--- config.mk ---
export PLATFORM = sky130hd
export DESIGN_NAME = rlc_relay_ctrl
export DESIGN_NICKNAME = d
export VERILOG_FILES = /design/src/core/rlc_pkg.sv /design/src/core/rlc_tick.sv /design/src/core/rlc_overload.sv /design/src/core/rlc_relay_ctrl.sv
export VERILOG_INCLUDE_DIRS = /design/src /design/src/core
export SDC_FILE = /design/constraint.sdc
export NUM_CORES = 1
export LEC_CHECK = 0
export BUFFER_PORTS_ARGS = -buffer_cell sky130_fd_sc_hd__clkbuf_2
export CORE_ASPECT_RATIO = 1.5
export CORE_MARGIN = 8
export CORE_UTILIZATION = 60
export DETAILED_ROUTE_END_ITERATION = 7
export PLACE_DENSITY_LB_ADDON = 0.3
export SLEW_MARGIN = 20
export SYNTH_ARGS = -nofsm -noshare
export SYNTH_HDL_FRONTEND = slang
export SYNTH_SLANG_ARGS = --single-unit
--- constraint.sdc ---
create_clock -name sys_clk -period 11.05 [get_ports sys_clk]
set_input_delay 1.6575 -clock sys_clk [delete_from_list [all_inputs] [get_ports sys_clk]]
set_output_delay 1.6575 -clock sys_clk [all_outputs]
set_load 0.005 [all_outputs]
--- src/core/rlc_consts.svh ---
// Constants of the relay load control block: timing, register map, reset values.
// Assumes it is included by bare name from the design files.
`ifndef RLC_CONSTS_SVH
`define RLC_CONSTS_SVH
`define RLC_CLK_HZ 50000000
`define RLC_TICK_S 1
`define RLC_BTN_HOLD_S 3
`define RLC_OP_A 0
`define RLC_OP_B 1
`define RLC_OP_C 2
`define RLC_OP_D 3
`define RLC_OP_E 4
`define RLC_OP_F 5
`define RLC_OP_G 6
`define RLC_OP_H 7
`define RLC_OP_I 8
`define RLC_OP_J 9
`define RLC_OP_K 10
`define RLC_OP_L 11
`define RLC_OP_M 12
`define RLC_OP_N 13
`define RLC_OP_R 14
`define RLC_MASK_M1 15'h7e7f
`define RLC_MASK_M2 15'h7ff3
`define RLC_MASK_M3 15'h7e3f
`define RLC_MASK_M4 15'h7fb3
`define RLC_ADDR_CTRL 8'h00
`define RLC_ADDR_THR_NORM 8'h04
`define RLC_ADDR_THR_EMRG 8'h08
`define RLC_ADDR_OVL_DELAY 8'h0c
`define RLC_ADDR_RECLOSE 8'h10
`define RLC_ADDR_LOCK_CNT 8'h14
`define RLC_ADDR_PON_WIN 8'h18
`define RLC_ADDR_STATUS 8'h1c
`define RLC_RST_MODE 3'h1
`define RLC_RST_THR_NORM 16'h1000
`define RLC_RST_THR_EMRG 16'h0800
`define RLC_RST_OVL_DELAY 16'h003c
`define RLC_RST_RECLOSE 16'h003c
`define RLC_RST_LOCK_CNT 8'h03
`define RLC_PON_WIN_DEF 8'h0f
`define RLC_PON_WIN_MIN 8'h0a
`define RLC_PON_WIN_MAX 8'h3c
`define RLC_LFSR_SEED 16'hace1
`endif

--- src/core/rlc_pkg.sv ---
// Types shared by the relay load control block.
// Assumes nothing of its surroundings.
package rlc_pkg;
    typedef enum logic [1:0] {
        RLC_OPEN,
        RLC_CLOSED,
        RLC_LOCKED,
        RLC_PENDING
    } rlc_state_t;

    typedef struct packed {
        logic force_connect;
        logic remote_disconnect;
        logic remote_connect;
        logic sched_disconnect;
        logic sched_connect;
    } rlc_cmd_t;

    typedef struct packed {
        logic relay_close;
        logic emerg_lock;
        logic [1:0] state;
    } rlc_status_t;
endpackage : rlc_pkg

--- src/core/rlc_tick.sv ---
// One-second enable divider.
// Assumes a free running sys_clk at the rate given by the parameter.
`timescale 1ns/1ps
`default_nettype none
`include "rlc_consts.svh"
module rlc_tick #(
    parameter int unsigned CYCLES = `RLC_CLK_HZ * `RLC_TICK_S
) (
    input wire logic sys_clk,
    input wire logic rst_n,
    output logic tick
);
    logic [31:0] cnt;

    always_ff @(posedge sys_clk or negedge rst_n) begin
        if (!rst_n) begin
            cnt <= 32'h0;
            tick <= 1'b0;
        end else if (cnt == 32'(CYCLES - 1)) begin
            cnt <= 32'h0;
            tick <= 1'b1;
        end else begin
            cnt <= cnt + 32'h1;
            tick <= 1'b0;
        end
    end
endmodule : rlc_tick
`default_nettype wire

--- src/core/rlc_overload.sv ---
// Overload delay counter: up/down per second, trip pulse past the delay.
// Assumes tick is a one-cycle enable and en is high only while closed.
`timescale 1ns/1ps
`default_nettype none
module rlc_overload #(
    parameter int W = 16
) (
    input wire logic sys_clk,
    input wire logic rst_n,
    input wire logic tick,
    input wire logic en,
    input wire logic clr,
    input wire logic over,
    input wire logic [W-1:0] delay,
    output logic trip,
    output logic [W-1:0] count
);
    always_ff @(posedge sys_clk or negedge rst_n) begin
        if (!rst_n) begin
            count <= '0;
        end else if (clr) begin
            count <= '0;
        end else if (en && tick) begin
            if (over && count != '1) begin
                count <= count + 1'b1;
            end else if (!over && count != '0) begin
                count <= count - 1'b1;
            end
        end
    end

    // Held in reset-like idle while disabled so an open relay never trips.
    always_ff @(posedge sys_clk or negedge rst_n) begin
        if (!rst_n) begin
            trip <= 1'b0;
        end else begin
            trip <= en && !clr && !trip && (count > delay); // see R17
        end
    end
endmodule : rlc_overload
`default_nettype wire

--- src/core/rlc_relay_ctrl.sv ---
// Relay load control: four-state control machine with APB registers.
// Assumes commands are one-cycle pulses and the button is a clean level.
// Notes on behaviour
// Status is open 0, closed 1, locked 2, pending reclose 3.
// Open state waits for a remote, scheduled or force connect before any operation.
// Locked state keeps the relay open and closes it automatically only on emergency release.
// Pending state closes automatically after the reclose period.
// Remote or scheduled disconnect opens the relay from any state.
// Remote or scheduled connect takes path c/d or h/i by mode.
// Closed with load over threshold trips to pending reclose.
// Three second button hold in locked or pending closes the relay.
// After the set number of trips, normal lockout enters locked.
// In emergency the lockout also sets the emergency lock flag.
// Locked with emergency flag closes when the emergency period ends.
// Three second button hold while closed opens into locked if allowed.
// Force connect closes the relay in modes 1 to 4, not in protection mode 0 or in modes 5 to 7.
// Mode 0 is protection mode and refuses every transition.
// Each mode permits only its own set of transitions.
// Overload counter counts up when over, down to zero otherwise.
// Counter above the delay logs an overload and trips the relay.
// Overload judgement is suspended while the relay is open.
// Closing the relay clears the overload counter.
// Emergency period selects the emergency threshold, else the normal one.
// After power return a pending relay closes at a random time in window.
// Reported relay status mirrors the control status.
// A one-second tick times all delays of the block.
`timescale 1ns/1ps
`default_nettype none
`include "rlc_consts.svh"
module rlc_relay_ctrl #(
    parameter int unsigned TICK_CYCLES = `RLC_CLK_HZ * `RLC_TICK_S,
    parameter int W = 16
) (
    input wire logic sys_clk,
    input wire logic rst_n,
    input wire logic psel,
    input wire logic penable,
    input wire logic pwrite,
    input wire logic [7:0] paddr,
    input wire logic [31:0] pwdata,
    output logic [31:0] prdata,
    output logic pready,
    output logic pslverr,
    input wire rlc_pkg::rlc_cmd_t cmd,
    input wire logic button_held,
    input wire logic [W-1:0] apparent_power,
    input wire logic emergency,
    input wire logic power_restored,
    output logic overload_event,
    output rlc_pkg::rlc_status_t status
);
    ////////////////////////////////////////////////////////////////////////
    rlc_pkg::rlc_state_t state;
    rlc_pkg::rlc_state_t next_state;
    logic [2:0] mode;
    logic [W-1:0] thr_norm;
    logic [W-1:0] thr_emrg;
    logic [W-1:0] ovl_delay;
    logic [W-1:0] reclose_period;
    logic [7:0] lock_cnt;
    logic [7:0] pon_win;
    logic [7:0] trip_cnt;
    logic [W-1:0] ovl_count;
    logic [W-1:0] reclose_cnt;
    logic [1:0] btn_cnt;
    logic btn_done;
    logic btn_fire;
    logic emerg_lock;
    logic emerg_d;
    logic pon_pend;
    logic [7:0] pon_cnt;
    logic [7:0] pon_target;
    logic [15:0] lfsr;
    logic tick;
    logic trip;
    logic over;
    logic entering_closed;
    logic auto_close;
    logic lockout;
    logic next_emerg_lock;

    // Mode gating is used for every path, so it lives in one decoder.
    function automatic logic allowed(input logic [2:0] m, input int op);
        logic [14:0] mask;
        case (m)
            3'h1: mask = `RLC_MASK_M1;
            3'h2: mask = `RLC_MASK_M2;
            3'h3: mask = `RLC_MASK_M3;
            3'h4: mask = `RLC_MASK_M4;
            default: mask = 15'h0;
        endcase
        return mask[op];
    endfunction : allowed

    ////////////////////////////////////////////////////////////////////////
    rlc_tick #(
        .CYCLES(TICK_CYCLES)
    ) u_tick (
        .sys_clk(sys_clk),
        .rst_n(rst_n),
        .tick(tick)
    );

    assign over = apparent_power > (emergency ? thr_emrg : thr_norm);

    rlc_overload #(
        .W(W)
    ) u_ovl (
        .sys_clk(sys_clk),
        .rst_n(rst_n),
        .tick(tick),
        .en(state == rlc_pkg::RLC_CLOSED),
        .clr(entering_closed),
        .over(over),
        .delay(ovl_delay),
        .trip(trip),
        .count(ovl_count)
    );

    assign overload_event = trip;

    ////////////////////////////////////////////////////////////////////////
    // Button hold: fires once per press after three ticks of hold.
    always_ff @(posedge sys_clk or negedge rst_n) begin
        if (!rst_n) begin
            btn_cnt <= 2'h0;
            btn_done <= 1'b0;
        end else if (!button_held) begin
            btn_cnt <= 2'h0;
            btn_done <= 1'b0;
        end else if (btn_fire) begin
            btn_done <= 1'b1;
        end else if (tick && !btn_done) begin
            btn_cnt <= btn_cnt + 2'h1;
        end
    end

    assign btn_fire = button_held && !btn_done && tick &&
        (btn_cnt == 2'(`RLC_BTN_HOLD_S - 1)); // see R8

    // Reclose timer runs only while pending.
    always_ff @(posedge sys_clk or negedge rst_n) begin
        if (!rst_n) begin
            reclose_cnt <= '0;
        end else if (state != rlc_pkg::RLC_PENDING) begin
            reclose_cnt <= '0;
        end else if (tick && reclose_cnt != '1) begin
            reclose_cnt <= reclose_cnt + 1'b1;
        end
    end

    // Free-running LFSR gives the power-on random delay.
    always_ff @(posedge sys_clk or negedge rst_n) begin
        if (!rst_n) begin
            lfsr <= `RLC_LFSR_SEED;
        end else begin
            lfsr <= {lfsr[14:0], lfsr[15] ^ lfsr[13] ^ lfsr[12] ^ lfsr[10]};
        end
    end

    // Power return scales a random byte into the window, at least one second.
    always_ff @(posedge sys_clk or negedge rst_n) begin
        if (!rst_n) begin
            pon_pend <= 1'b0;
            pon_cnt <= 8'h0;
            pon_target <= 8'h0;
        end else if (power_restored && state == rlc_pkg::RLC_PENDING) begin
            pon_pend <= 1'b1;
            pon_cnt <= 8'h0;
            pon_target <= 8'((16'(lfsr[7:0]) * 16'(pon_win)) >> 8) + 8'h1;
        end else if (state != rlc_pkg::RLC_PENDING) begin
            pon_pend <= 1'b0;
        end else if (pon_pend && tick && pon_cnt != 8'hff) begin
            pon_cnt <= pon_cnt + 8'h1;
        end
    end

    ////////////////////////////////////////////////////////////////////////
    // Priority: force, disconnect, connect, release, button, trip, auto.
    always_comb begin
        next_state = state;
        auto_close = 1'b0;
        lockout = 1'b0;
        next_emerg_lock = emerg_lock;
        if (cmd.force_connect && allowed(mode, `RLC_OP_R)) begin
            next_state = rlc_pkg::RLC_CLOSED;
        end else if ((cmd.remote_disconnect && allowed(mode, `RLC_OP_A)) ||
                     (cmd.sched_disconnect && allowed(mode, `RLC_OP_B))) begin
            next_state = rlc_pkg::RLC_OPEN;
        end else if (cmd.remote_connect && state != rlc_pkg::RLC_CLOSED &&
                     allowed(mode, `RLC_OP_C)) begin
            next_state = rlc_pkg::RLC_CLOSED; // see R2
        end else if (cmd.remote_connect && state != rlc_pkg::RLC_CLOSED &&
                     allowed(mode, `RLC_OP_H)) begin
            next_state = rlc_pkg::RLC_LOCKED;
        end else if (cmd.sched_connect && state != rlc_pkg::RLC_CLOSED &&
                     allowed(mode, `RLC_OP_D)) begin
            next_state = rlc_pkg::RLC_CLOSED; // see R2
        end else if (cmd.sched_connect && state != rlc_pkg::RLC_CLOSED &&
                     allowed(mode, `RLC_OP_I)) begin
            next_state = rlc_pkg::RLC_LOCKED;
        end else if (state == rlc_pkg::RLC_LOCKED && emerg_lock &&
                     emerg_d && !emergency &&
                     allowed(mode, `RLC_OP_M)) begin
            next_state = rlc_pkg::RLC_CLOSED;
        end else if (btn_fire && state == rlc_pkg::RLC_CLOSED &&
                     allowed(mode, `RLC_OP_G)) begin
            next_state = rlc_pkg::RLC_LOCKED;
        end else if (btn_fire && (state == rlc_pkg::RLC_LOCKED ||
                     state == rlc_pkg::RLC_PENDING) &&
                     allowed(mode, `RLC_OP_E)) begin
            next_state = rlc_pkg::RLC_CLOSED;
        end else if (trip && state == rlc_pkg::RLC_CLOSED &&
                     allowed(mode, `RLC_OP_F)) begin
            if (trip_cnt + 8'h1 >= lock_cnt) begin
                if (emergency && allowed(mode, `RLC_OP_L)) begin
                    next_state = rlc_pkg::RLC_LOCKED;
                    next_emerg_lock = 1'b1;
                    lockout = 1'b1;
                end else if (!emergency && allowed(mode, `RLC_OP_J)) begin
                    next_state = rlc_pkg::RLC_LOCKED;
                    lockout = 1'b1;
                end else begin
                    next_state = rlc_pkg::RLC_PENDING;
                end
            end else begin
                next_state = rlc_pkg::RLC_PENDING;
            end
        end else if (state == rlc_pkg::RLC_PENDING && pon_pend &&
                     pon_cnt >= pon_target && allowed(mode, `RLC_OP_N)) begin
            next_state = rlc_pkg::RLC_CLOSED;
            auto_close = 1'b1;
        end else if (state == rlc_pkg::RLC_PENDING && !pon_pend &&
                     reclose_cnt >= reclose_period &&
                     allowed(mode, `RLC_OP_K)) begin
            next_state = rlc_pkg::RLC_CLOSED;
            auto_close = 1'b1;
        end
        // Locked state stays put unless one of the paths above moves it.
        if (next_state != rlc_pkg::RLC_LOCKED) begin
            next_emerg_lock = 1'b0;
        end
    end

    assign entering_closed = (next_state == rlc_pkg::RLC_CLOSED) &&
        (state != rlc_pkg::RLC_CLOSED);

    always_ff @(posedge sys_clk or negedge rst_n) begin
        if (!rst_n) begin
            state <= rlc_pkg::RLC_OPEN;
            emerg_lock <= 1'b0;
            emerg_d <= 1'b0;
        end else begin
            state <= next_state;
            emerg_lock <= next_emerg_lock;
            emerg_d <= emergency;
        end
    end

    // Trip history survives auto reclose but is cleared by any other close.
    always_ff @(posedge sys_clk or negedge rst_n) begin
        if (!rst_n) begin
            trip_cnt <= 8'h0;
        end else if (lockout || (entering_closed && !auto_close)) begin
            trip_cnt <= 8'h0;
        end else if (next_state == rlc_pkg::RLC_PENDING &&
                     state == rlc_pkg::RLC_CLOSED && trip_cnt != 8'hff) begin
            trip_cnt <= trip_cnt + 8'h1;
        end
    end

    // No contact sense: the relay drive and status follow the control state.
    always_ff @(posedge sys_clk or negedge rst_n) begin
        if (!rst_n) begin
            status <= '0;
        end else begin
            status.relay_close <= next_state == rlc_pkg::RLC_CLOSED;
            status.emerg_lock <= next_emerg_lock;
            status.state <= next_state;
        end
    end

    ////////////////////////////////////////////////////////////////////////
    // APB slave: zero wait states, read data captured in the setup cycle.
    logic wr_en;
    logic mapped;

    assign pready = 1'b1;
    assign wr_en = psel && penable && pwrite;

    always_comb begin
        case (paddr)
            `RLC_ADDR_CTRL, `RLC_ADDR_THR_NORM, `RLC_ADDR_THR_EMRG,
            `RLC_ADDR_OVL_DELAY, `RLC_ADDR_RECLOSE, `RLC_ADDR_LOCK_CNT,
            `RLC_ADDR_PON_WIN, `RLC_ADDR_STATUS: mapped = 1'b1;
            default: mapped = 1'b0;
        endcase
    end

    assign pslverr = psel && penable && !mapped;

    always_ff @(posedge sys_clk or negedge rst_n) begin
        if (!rst_n) begin
            mode <= `RLC_RST_MODE;
            thr_norm <= `RLC_RST_THR_NORM;
            thr_emrg <= `RLC_RST_THR_EMRG;
            ovl_delay <= `RLC_RST_OVL_DELAY;
            reclose_period <= `RLC_RST_RECLOSE;
            lock_cnt <= `RLC_RST_LOCK_CNT;
            pon_win <= `RLC_PON_WIN_DEF;
        end else if (wr_en) begin
            case (paddr)
                `RLC_ADDR_CTRL: mode <= pwdata[2:0];
                `RLC_ADDR_THR_NORM: thr_norm <= pwdata[W-1:0];
                `RLC_ADDR_THR_EMRG: thr_emrg <= pwdata[W-1:0];
                `RLC_ADDR_OVL_DELAY:
                    ovl_delay <= (pwdata[W-1:0] == '0) ? W'(1) : pwdata[W-1:0];
                `RLC_ADDR_RECLOSE: reclose_period <= pwdata[W-1:0];
                `RLC_ADDR_LOCK_CNT: lock_cnt <= pwdata[7:0];
                `RLC_ADDR_PON_WIN: begin
                    // Out-of-range window values clamp rather than fault.
                    if (pwdata[31:8] == 24'h0 && pwdata[7:0] < `RLC_PON_WIN_MIN) begin
                        pon_win <= `RLC_PON_WIN_MIN;
                    end else if (pwdata[31:8] != 24'h0 ||
                                 pwdata[7:0] > `RLC_PON_WIN_MAX) begin
                        pon_win <= `RLC_PON_WIN_MAX;
                    end else begin
                        pon_win <= pwdata[7:0];
                    end
                end
                default: begin
                end
            endcase
        end
    end

    always_ff @(posedge sys_clk or negedge rst_n) begin
        if (!rst_n) begin
            prdata <= 32'h0;
        end else if (psel && !penable && !pwrite) begin
            case (paddr)
                `RLC_ADDR_CTRL: prdata <= {29'h0, mode};
                `RLC_ADDR_THR_NORM: prdata <= 32'(thr_norm);
                `RLC_ADDR_THR_EMRG: prdata <= 32'(thr_emrg);
                `RLC_ADDR_OVL_DELAY: prdata <= 32'(ovl_delay);
                `RLC_ADDR_RECLOSE: prdata <= 32'(reclose_period);
                `RLC_ADDR_LOCK_CNT: prdata <= {24'h0, lock_cnt};
                `RLC_ADDR_PON_WIN: prdata <= {24'h0, pon_win};
                `RLC_ADDR_STATUS: prdata <= {ovl_count[15:0], trip_cnt,
                    4'h0, pon_pend, emerg_lock, state};
                default: prdata <= 32'h0;
            endcase
        end
    end
endmodule : rlc_relay_ctrl
`default_nettype wire

==> results of run 1 <==
==> cell usage after synthesis, drive strengths merged (3+ instances only) <==
master,count
dfrtp,205
nand2,171
nor2,126
ha,117
inv,111
o21ai,83
nand3,70
mux2,54
xnor2,54
a21oi,53
and2,40
fa,36
xor2,36
clkbuf,35
mux2i,34
nand4,26
dfstp,25
buf,24
a31oi,23
nor3,22
or3,20
nor4,19
a22oi,18
a21o,16
nor2b,15
and3,12
a211oi,7
a22o,7
o211ai,6
o21a,6
o31ai,6
a221oi,5
a41oi,5
o31a,5
and4,4
nand2b,4
a222oi,3
a32oi,3
mux4,3
or2,3
or3b,3
==> metal layers <==
layer	vias up	wire length (um)
li1	5526	-
met1	5808	14700
met2	430	19400
met3	139	2200
met4	0	2480
met5	-	0
==> stage by stage <==
| stage | std cells | cell area [um^2] | utilization [%] |
|---|---|---|---|
| 2_1_floorplan | 1541 | 14900 | - |
| 4_1_cts | 1963 | 16400 | 67.5 |
| 6_report | 1964 | 16400 | 67.5 |
| 5_1_grt | 1964 | 16400 | 67.5 |
| 3_5_place_dp | 1919 | 15600 | 64.0 |
| 3_3_place_gp | 1919 | 15600 | 64.0 |
==> worst max-delay path: stages <==
cell and delay [ns]:
clkbuf_2 0.51, mux2_2 0.42, ha_1 0.17, inv_1 0.05, a21oi_1 0.06, o21a_1 0.19
o41ai_1 0.35, nor3_1 0.13, or3_1 0.69, ha_1 0.50, nor2b_1 0.14, o21ai_0 0.11
a21boi_0 0.45, o211ai_1 0.20, a31oi_1 0.27, a221oi_1 0.14, xnor2_1 0.15, mux2i_1 0.14
nor2_1 0.05
==> worst max path at each step <==
stage | end | cells past startpoint | slack, ns
after floorplan | u_ovl.count[15]$_DFFE_PN0P_ | 21 | 5.27
after global placement | u_ovl.count[15]$_DFFE_PN0P_ | 19 | 4.67
after detailed placement | u_ovl.count[14]$_DFFE_PN0P_ | 19 | 4.59
after CTS | u_ovl.count[14]$_DFFE_PN0P_ | 19 | 5.14
after global routing | u_ovl.count[14]$_DFFE_PN0P_ | 19 | 4.72
final | u_ovl.count[14]$_DFFE_PN0P_ | 19 | 5.05
==> cell families (layout without fill, tap and decap cells) <==
family,count (synthesis),after routing,share of synthesized area (%)
simple gates,547,547,17.9
compound gates,258,258,11.5
flops,230,230,38.9
buf+inv,170,268,4.72
fa+ha+maj,154,154,14.8
mux,91,91,6.84
xor+xnor,90,90,5.31
other cells,1,2,0.0252
==> power by group through the flow <==
stage	Clock [mW]	Combinational [mW]	Sequential, mW
after CTS	0.858	0.442	0.969
final	0.846	0.442	0.972
after global routing	0.887	0.495	0.980
after floorplan	0	0.319	0.947
after detailed placement	0	0.437	0.984
after global placement	0	0.422	0.983
==> final cells by class <==
type                            count  share of cell area, %
Antenna cell                        1                 0.0152
Clock buffer                       33                   4.29
Inverter                          111                   2.53
Multi-Input combinational cell   1141                   51.1
Timing Repair Buffer              113                   3.65
Tap cell                          324                   2.47
Sequential cell                   230                   35.2
Clock inverter                     11                  0.769
==> key figures, run 1 <==
Run status
  – Status: finished clean

Global route
  – Grt ovf: 0
  – Largest net degree at the start of global routing: 86
  – GR Util All Layers: 26.2%
  – First-pass GRT wire length: 63.2 mm
  – GR peak layer: met2
  – Antenna violations before repair: 1
  – Met3 Usage GRT: 3.81%
  – GR Layer Usage met1: 30.2%
  – Vias in the first global route: 12,400
  – Routing usage on met2: 44.6%

Worst setup path
  – Crit Path Category: input pin to flip-flop
  – CP required: 11.46 ns
  – Crit. Startpoint: emergency
  – Crit path DAT: 6.41 ns
  – Critical R2R Capture: pon_target[7]$_DFFE_PN0P_
  – Crit start category: input pin
  – Reg2Reg Setup Slack: 6.09 ns
  – Crit. End Element: flip-flop
  – Reg2Reg Depth: 17
  – R2R Path Start: lfsr[1]$_DFF_PN0_
  – Critical Path Fanout Max: 19

Drt
  – Routed vias: 11,900
  – Iter 0 DRT Violations: 715
  – Final WL: 38.8 mm
  – DRT antenna net count: 0
  – Remaining DRCs: 0
  – Vias per cell: 6.06
  – Drt wl/cell: 19.7 um
  – Pre-antenna DRT Iters: 5

CTS
  – CTS buffer count: 24
  – H-Tree Depth: 1
  – CTS tree: done
  – Clock-pin slew on the worst setup and hold paths: 0.06 ns
  – Cts hold-fix bufs: 0
  – Setup Fix Bufs, Post-CTS: 0
  – Max clock buf depth: 3
  – # clock sinks: 230
  – Worst-Skew Late Latency: 0.54 ns
  – Post-cts gate resize count: 0
  – Root Buffer: clkbuf_16

Final layout
  – Fill cells: 1,975
  – Share of layout cells above drive strength 1: 16.3%
  – Nets: 1,843
  – Reg area: 5790 um^2
  – Most common cell after layout, fill and taps aside: dfrtp_1
  – Synth-to-layout area growth: 10.6%
  – Multi-input logic area: 8400 um^2
  – Biggest regs: prdata: 32 flops, u_tick.cnt: 32 flops
  – Commonest non-fill, non-tap cells in the layout: 205 x dfrtp_1, 170 x nand2_1, 120 x nor2_1, 117 x ha_1, 111 x inv_1

Floorplanning
  – Die W: 144 um
  – Initial Utilization: 61.0%
  – Die area: 30,200 um^2
  – Top-Level Pins: 108
  – Die Y-Extent: 209 um
  – CORE AREA: 24,300 um^2
  – Row count: 70

Hold path
  – Hold Path Cell Cnt: 0
  – Type of the most critical hold path: flip-flop to flip-flop
  – Min-Delay Startpoint: lfsr[8]$_DFF_PN0_
  – Worst Hold End: lfsr[9]$_DFF_PN0_

Logic synthesis
  – Ys async rst share: 100%
  – Register area share after synthesis: 38.9%
  – Yosys top cell area share: 34.5%
  – Syn nets: 1,763
  – Synth cell types: 81
  – Post-synthesis cell count: 1,541
  – Syn Std Cell Area: 14,900 um^2
  – Flops & latches, synth: 230
  – Synth top area cells: dfrtp_1 35%, ha_1 9.9%, fa_1 4.9%
  – Number of synthesized flops with an enable pin: 0
  – Synth warn: 0
  – Synth Flop Type: dfrtp_1
  – Syn_area_per_cell: 9.64 um^2
  – Synth area leader: dfrtp_1

STA
  – Rel. slew slack: 24.0%
  – Worst Max-Slew Pin Slew: 1.13 ns
  – Unrepaired setup endpoints after global routing: false
  – Crit share post-route: 54.3%
  – Final Hold Vio Count: 0
  – Fin Hold WS: 0.332 ns
  – Slack of the critical path: 5.05 ns
  – Fin crit period: 6.00 ns
  – Fmax: 167 MHz
  – # setup viols final: 0
  – Final count of pins violating max slew: 0
  – Clock Skew: 0.0175 ns
  – Setup TNS Final: 0 ns

Power
  – Power share of the sequential group: 43.0%
  – Leakage: 7.95 nW
  – Internal power: 1.57 mW
  – Clock Power Share: 37.4%
  – VDD IR max: 0.000121 V
  – Final Power: 2.26 mW
  – Logic gate share of total power: 19.5%
  – Switching share of total power: 30.5%
  – Pwr Density: 137 nW/um^2
  – Net Switching: 0.688 mW

Placed design
  – Pre-CTS setup slack: 4.59 ns
  – HPWL after DPL: 29.0 mm
  – I/O Buffers: 106
  – Final RePlAce weighted congestion: 0.985

Run
  – # Max-Cap Violations: 0
Power figures use the tool's default switching activity.
==> inputs of run 2 (changes only) <==
==> constraint.sdc (replaced) <==
create_clock -name sys_clk -period 6.1 [get_ports sys_clk]
set_input_delay 0.915 -clock sys_clk [delete_from_list [all_inputs] [get_ports sys_clk]]
set_output_delay 0.915 -clock sys_clk [all_outputs]
set_load 0.005 [all_outputs]
==> run 2 against run 1 <==
Effect of this change:
- sequential share of layout area is 0.15 points lower
- sequential cell count stayed put
- clock power is 94% higher
- die area stayed put
- highest routed layer unchanged
- worst hold slack better by 0.020 ns
- count of clock-buffer cells in the layout is 2 higher
==> key figures, run 2 (same netlist as run 1, synthesis figures left out) <==
Power
  – Pwr Density: 254 nW/um^2 (+85%)
  – VDD IR max: 0.000230 V (+90%)
  – Leakage: 7.99 nW (+0.54%)

Global route
  – Antenna violations before repair: 0 (-1)
  – GR Layer Usage met1: 29.2% (-1.1 points)
  – GR Util All Layers: 25.9% (-0.24 points)
  – Largest net degree at the start of global routing: 110 (+28%)
  – GR peak layer: met2
  – First-pass GRT wire length: 62.2 mm (-1.6%)
  – Grt ovf: 0 (unchanged)
  – Met3 Usage GRT: 4.13% (+0.32 points)
  – Routing usage on met2: 45.3% (+0.63 points)
  – Vias in the first global route: 12,200 (-1.4%)

Final layout
  – Commonest non-fill, non-tap cells in the layout: 205 x dfrtp_1, 170 x nand2_1, 120 x nor2_1, 117 x ha_1, 111 x inv_1
  – Most common cell after layout, fill and taps aside: dfrtp_1
  – Biggest regs: prdata: 32 flops, u_tick.cnt: 32 flops
  – Synth-to-layout area growth: 11.1%
  – Fin area: 16,500 um^2 (+0.44%)
  – Share of layout cells above drive strength 1: 16.4% (+0.092 points)
  – Nets: 1,846 (+0.16%)
  – Util after Layout: 67.8% (+0.30 points)
  – Ant. Diodes: 0 (-1)

Worst setup path
  – Crit. Startpoint: emergency
  – Reg2Reg Setup Slack: 1.10 ns (-4.99 ns)
  – Reg2Reg Depth: 17 (unchanged)
  – CP required: 6.51 ns (-4.95 ns)
  – R2R Path Start: pon_win[4]$_DFFE_PN0P_
  – Crit. End Element: flip-flop
  – Crit path DAT: 5.41 ns (-1.00 ns)
  – Crit Path Category: input pin to flip-flop
  – Crit start category: input pin
  – Critical R2R Capture: pon_target[7]$_DFFE_PN0P_
  – Critical Path Fanout Max: 12 (-7)

STA
  – Rel. slew slack: 23.6% (-0.38 points)
  – Fin crit period: 5.00 ns
  – Final count of pins violating max slew: 0 (unchanged)
  – Fmax: 200 MHz
  – Clock Skew: 0.0141 ns (-0.00341 ns)
  – Final Hold Vio Count: 0 (unchanged)
  – Worst Max-Slew Pin Slew: 1.14 ns (+0.00315 ns)
  – Unrepaired setup endpoints after global routing: false
  – # setup viols final: 0 (unchanged)
  – Crit share post-route: 82.0%
  – Setup TNS Final: 0 ns (unchanged)

Hold path
  – Type of the most critical hold path: flip-flop to flip-flop
  – Min-Delay Startpoint: lfsr[8]$_DFF_PN0_
  – Worst Hold End: lfsr[9]$_DFF_PN0_
  – Hold Path Cell Cnt: 0 (unchanged)

CTS
  – H-Tree Depth: 1 (unchanged)
  – CTS buffer count: 24 (unchanged)
  – Worst-Skew Late Latency: 0.54 ns (about the same)
  – # clock sinks: 230 (unchanged)
  – Cts hold-fix bufs: 0 (unchanged)
  – Root Buffer: clkbuf_16
  – Post-cts gate resize count: 0 (unchanged)
  – Clock-pin slew on the worst setup and hold paths: 0.06 ns (about the same)
  – CTS tree: done
  – Max clock buf depth: 3 (unchanged)
  – Setup Fix Bufs, Post-CTS: 0 (unchanged)

Floorplanning
  – Top-Level Pins: 108 (unchanged)
  – Die area: 30,200 um^2 (unchanged)
  – Die Y-Extent: 209 um (unchanged)
  – Die W: 144 um (unchanged)
  – CORE AREA: 24,300 um^2 (unchanged)
  – Initial Utilization: 61.0% (unchanged)
  – Row count: 70 (unchanged)

Drt
  – Remaining DRCs: 0 (unchanged)
  – Routed vias: 11,900 (-0.41%)
  – Final WL: 38.8 mm (about the same)
  – Drt wl/cell: 19.7 um (-0.11%)
  – Vias per cell: 6.03 (-0.51%)
  – Iter 0 DRT Violations: 719 (+0.56%)
  – Pre-antenna DRT Iters: 5 (unchanged)
  – DRT antenna net count: 0 (unchanged)

Run
  – # Max-Cap Violations: 0 (unchanged)

Placed design
  – I/O Buffers: 106 (unchanged)
  – Final RePlAce weighted congestion: 0.975 (-1.1%)
  – HPWL after DPL: 28.9 mm (-0.26%)
  – DP Area: 15,600 um^2 (+0.14%)

Run status
  – Status: finished clean
==> run 2: cell count changes in the layout (fill, tap and decap cells not counted), sizes merged, moves of 2 or more <==
cell,previous run,this run
buf,8,11
bufinv,2,4
clkbuf,138,140
clkinv,8,4
==> run 2: where the power goes <==
part / switching (mW) / internal, mW / total (mW)
clock: 0.635 / 1.00 / 1.64
sequential: 0.148 / 1.62 / 1.76
combinational: 0.457 / 0.335 / 0.792
total: 1.24 / 2.95 / 4.19
==> run 2: worst max path at each step <==
| stage | slack (ns) | to | depth (start not counted) |
|---|---|---|---|
| 3_3_place_gp | 0.82 | u_ovl.count[15]$_DFFE_PN0P_ | 20 |
| 6_report | 1.10 | u_ovl.count[14]$_DFFE_PN0P_ | 21 |
| 3_5_place_dp | 0.63 | u_ovl.count[14]$_DFFE_PN0P_ | 21 |
| 4_1_cts | 1.09 | pon_target[7]$_DFFE_PN0P_ | 17 |
| 5_1_grt | 0.80 | u_ovl.count[14]$_DFFE_PN0P_ | 21 |
| 2_1_floorplan | 1.07 | u_ovl.count[15]$_DFFE_PN0P_ | 21 |
==> run 2: final cells by class <==
type                            count  area (um^2)
Fill cell                        1937         7840
Sequential cell                   230         5790
Tap cell                          324          405
Timing Repair Buffer              116          616
Inverter                          111          417
Multi-Input combinational cell   1141         8390
Clock buffer                       35          732
Clock inverter                      9          164
==> run 2: stage by stage <==
step / std cells / hold WS, ns / total power [mW] / worst slack (ns)
after floorplan: 1541 / 0.331 / 2.29 / 1.07
after global placement: 1922 / 0.335 / 2.54 / 0.825
after detailed placement: 1922 / 0.336 / 2.57 / 0.634
after CTS: 1966 / 0.349 / 4.22 / 1.09
after global routing: 1966 / 0.360 / 4.37 / 0.795
final: 1966 / 0.352 / 4.19 / 1.10
==> run 2: per-layer routing <==
metal	up-vias	share of wire, %
met5	-	0
met4	0	5.9
met2	385	50
met3	128	5.8
met1	5800	38
li1	5541	-
==> run 2: worst max-delay path: stages <==
cell,delay [ns]
clkbuf_2,0.27
buf_4,0.30
mux2i_1,0.23
ha_1,0.26
a21oi_1,0.15
nor2b_1,0.07
o21ai_0,0.19
o41ai_1,0.12
nor3_1,0.32
or3_1,0.41
inv_1,0.10
fa_1,0.42
nor2b_1,0.13
o21ai_0,0.11
a21boi_0,0.41
o211ai_1,0.21
a31oi_1,0.29
a221oi_1,0.16
xnor2_1,0.15
mux2i_1,0.14
nor2_1,0.05
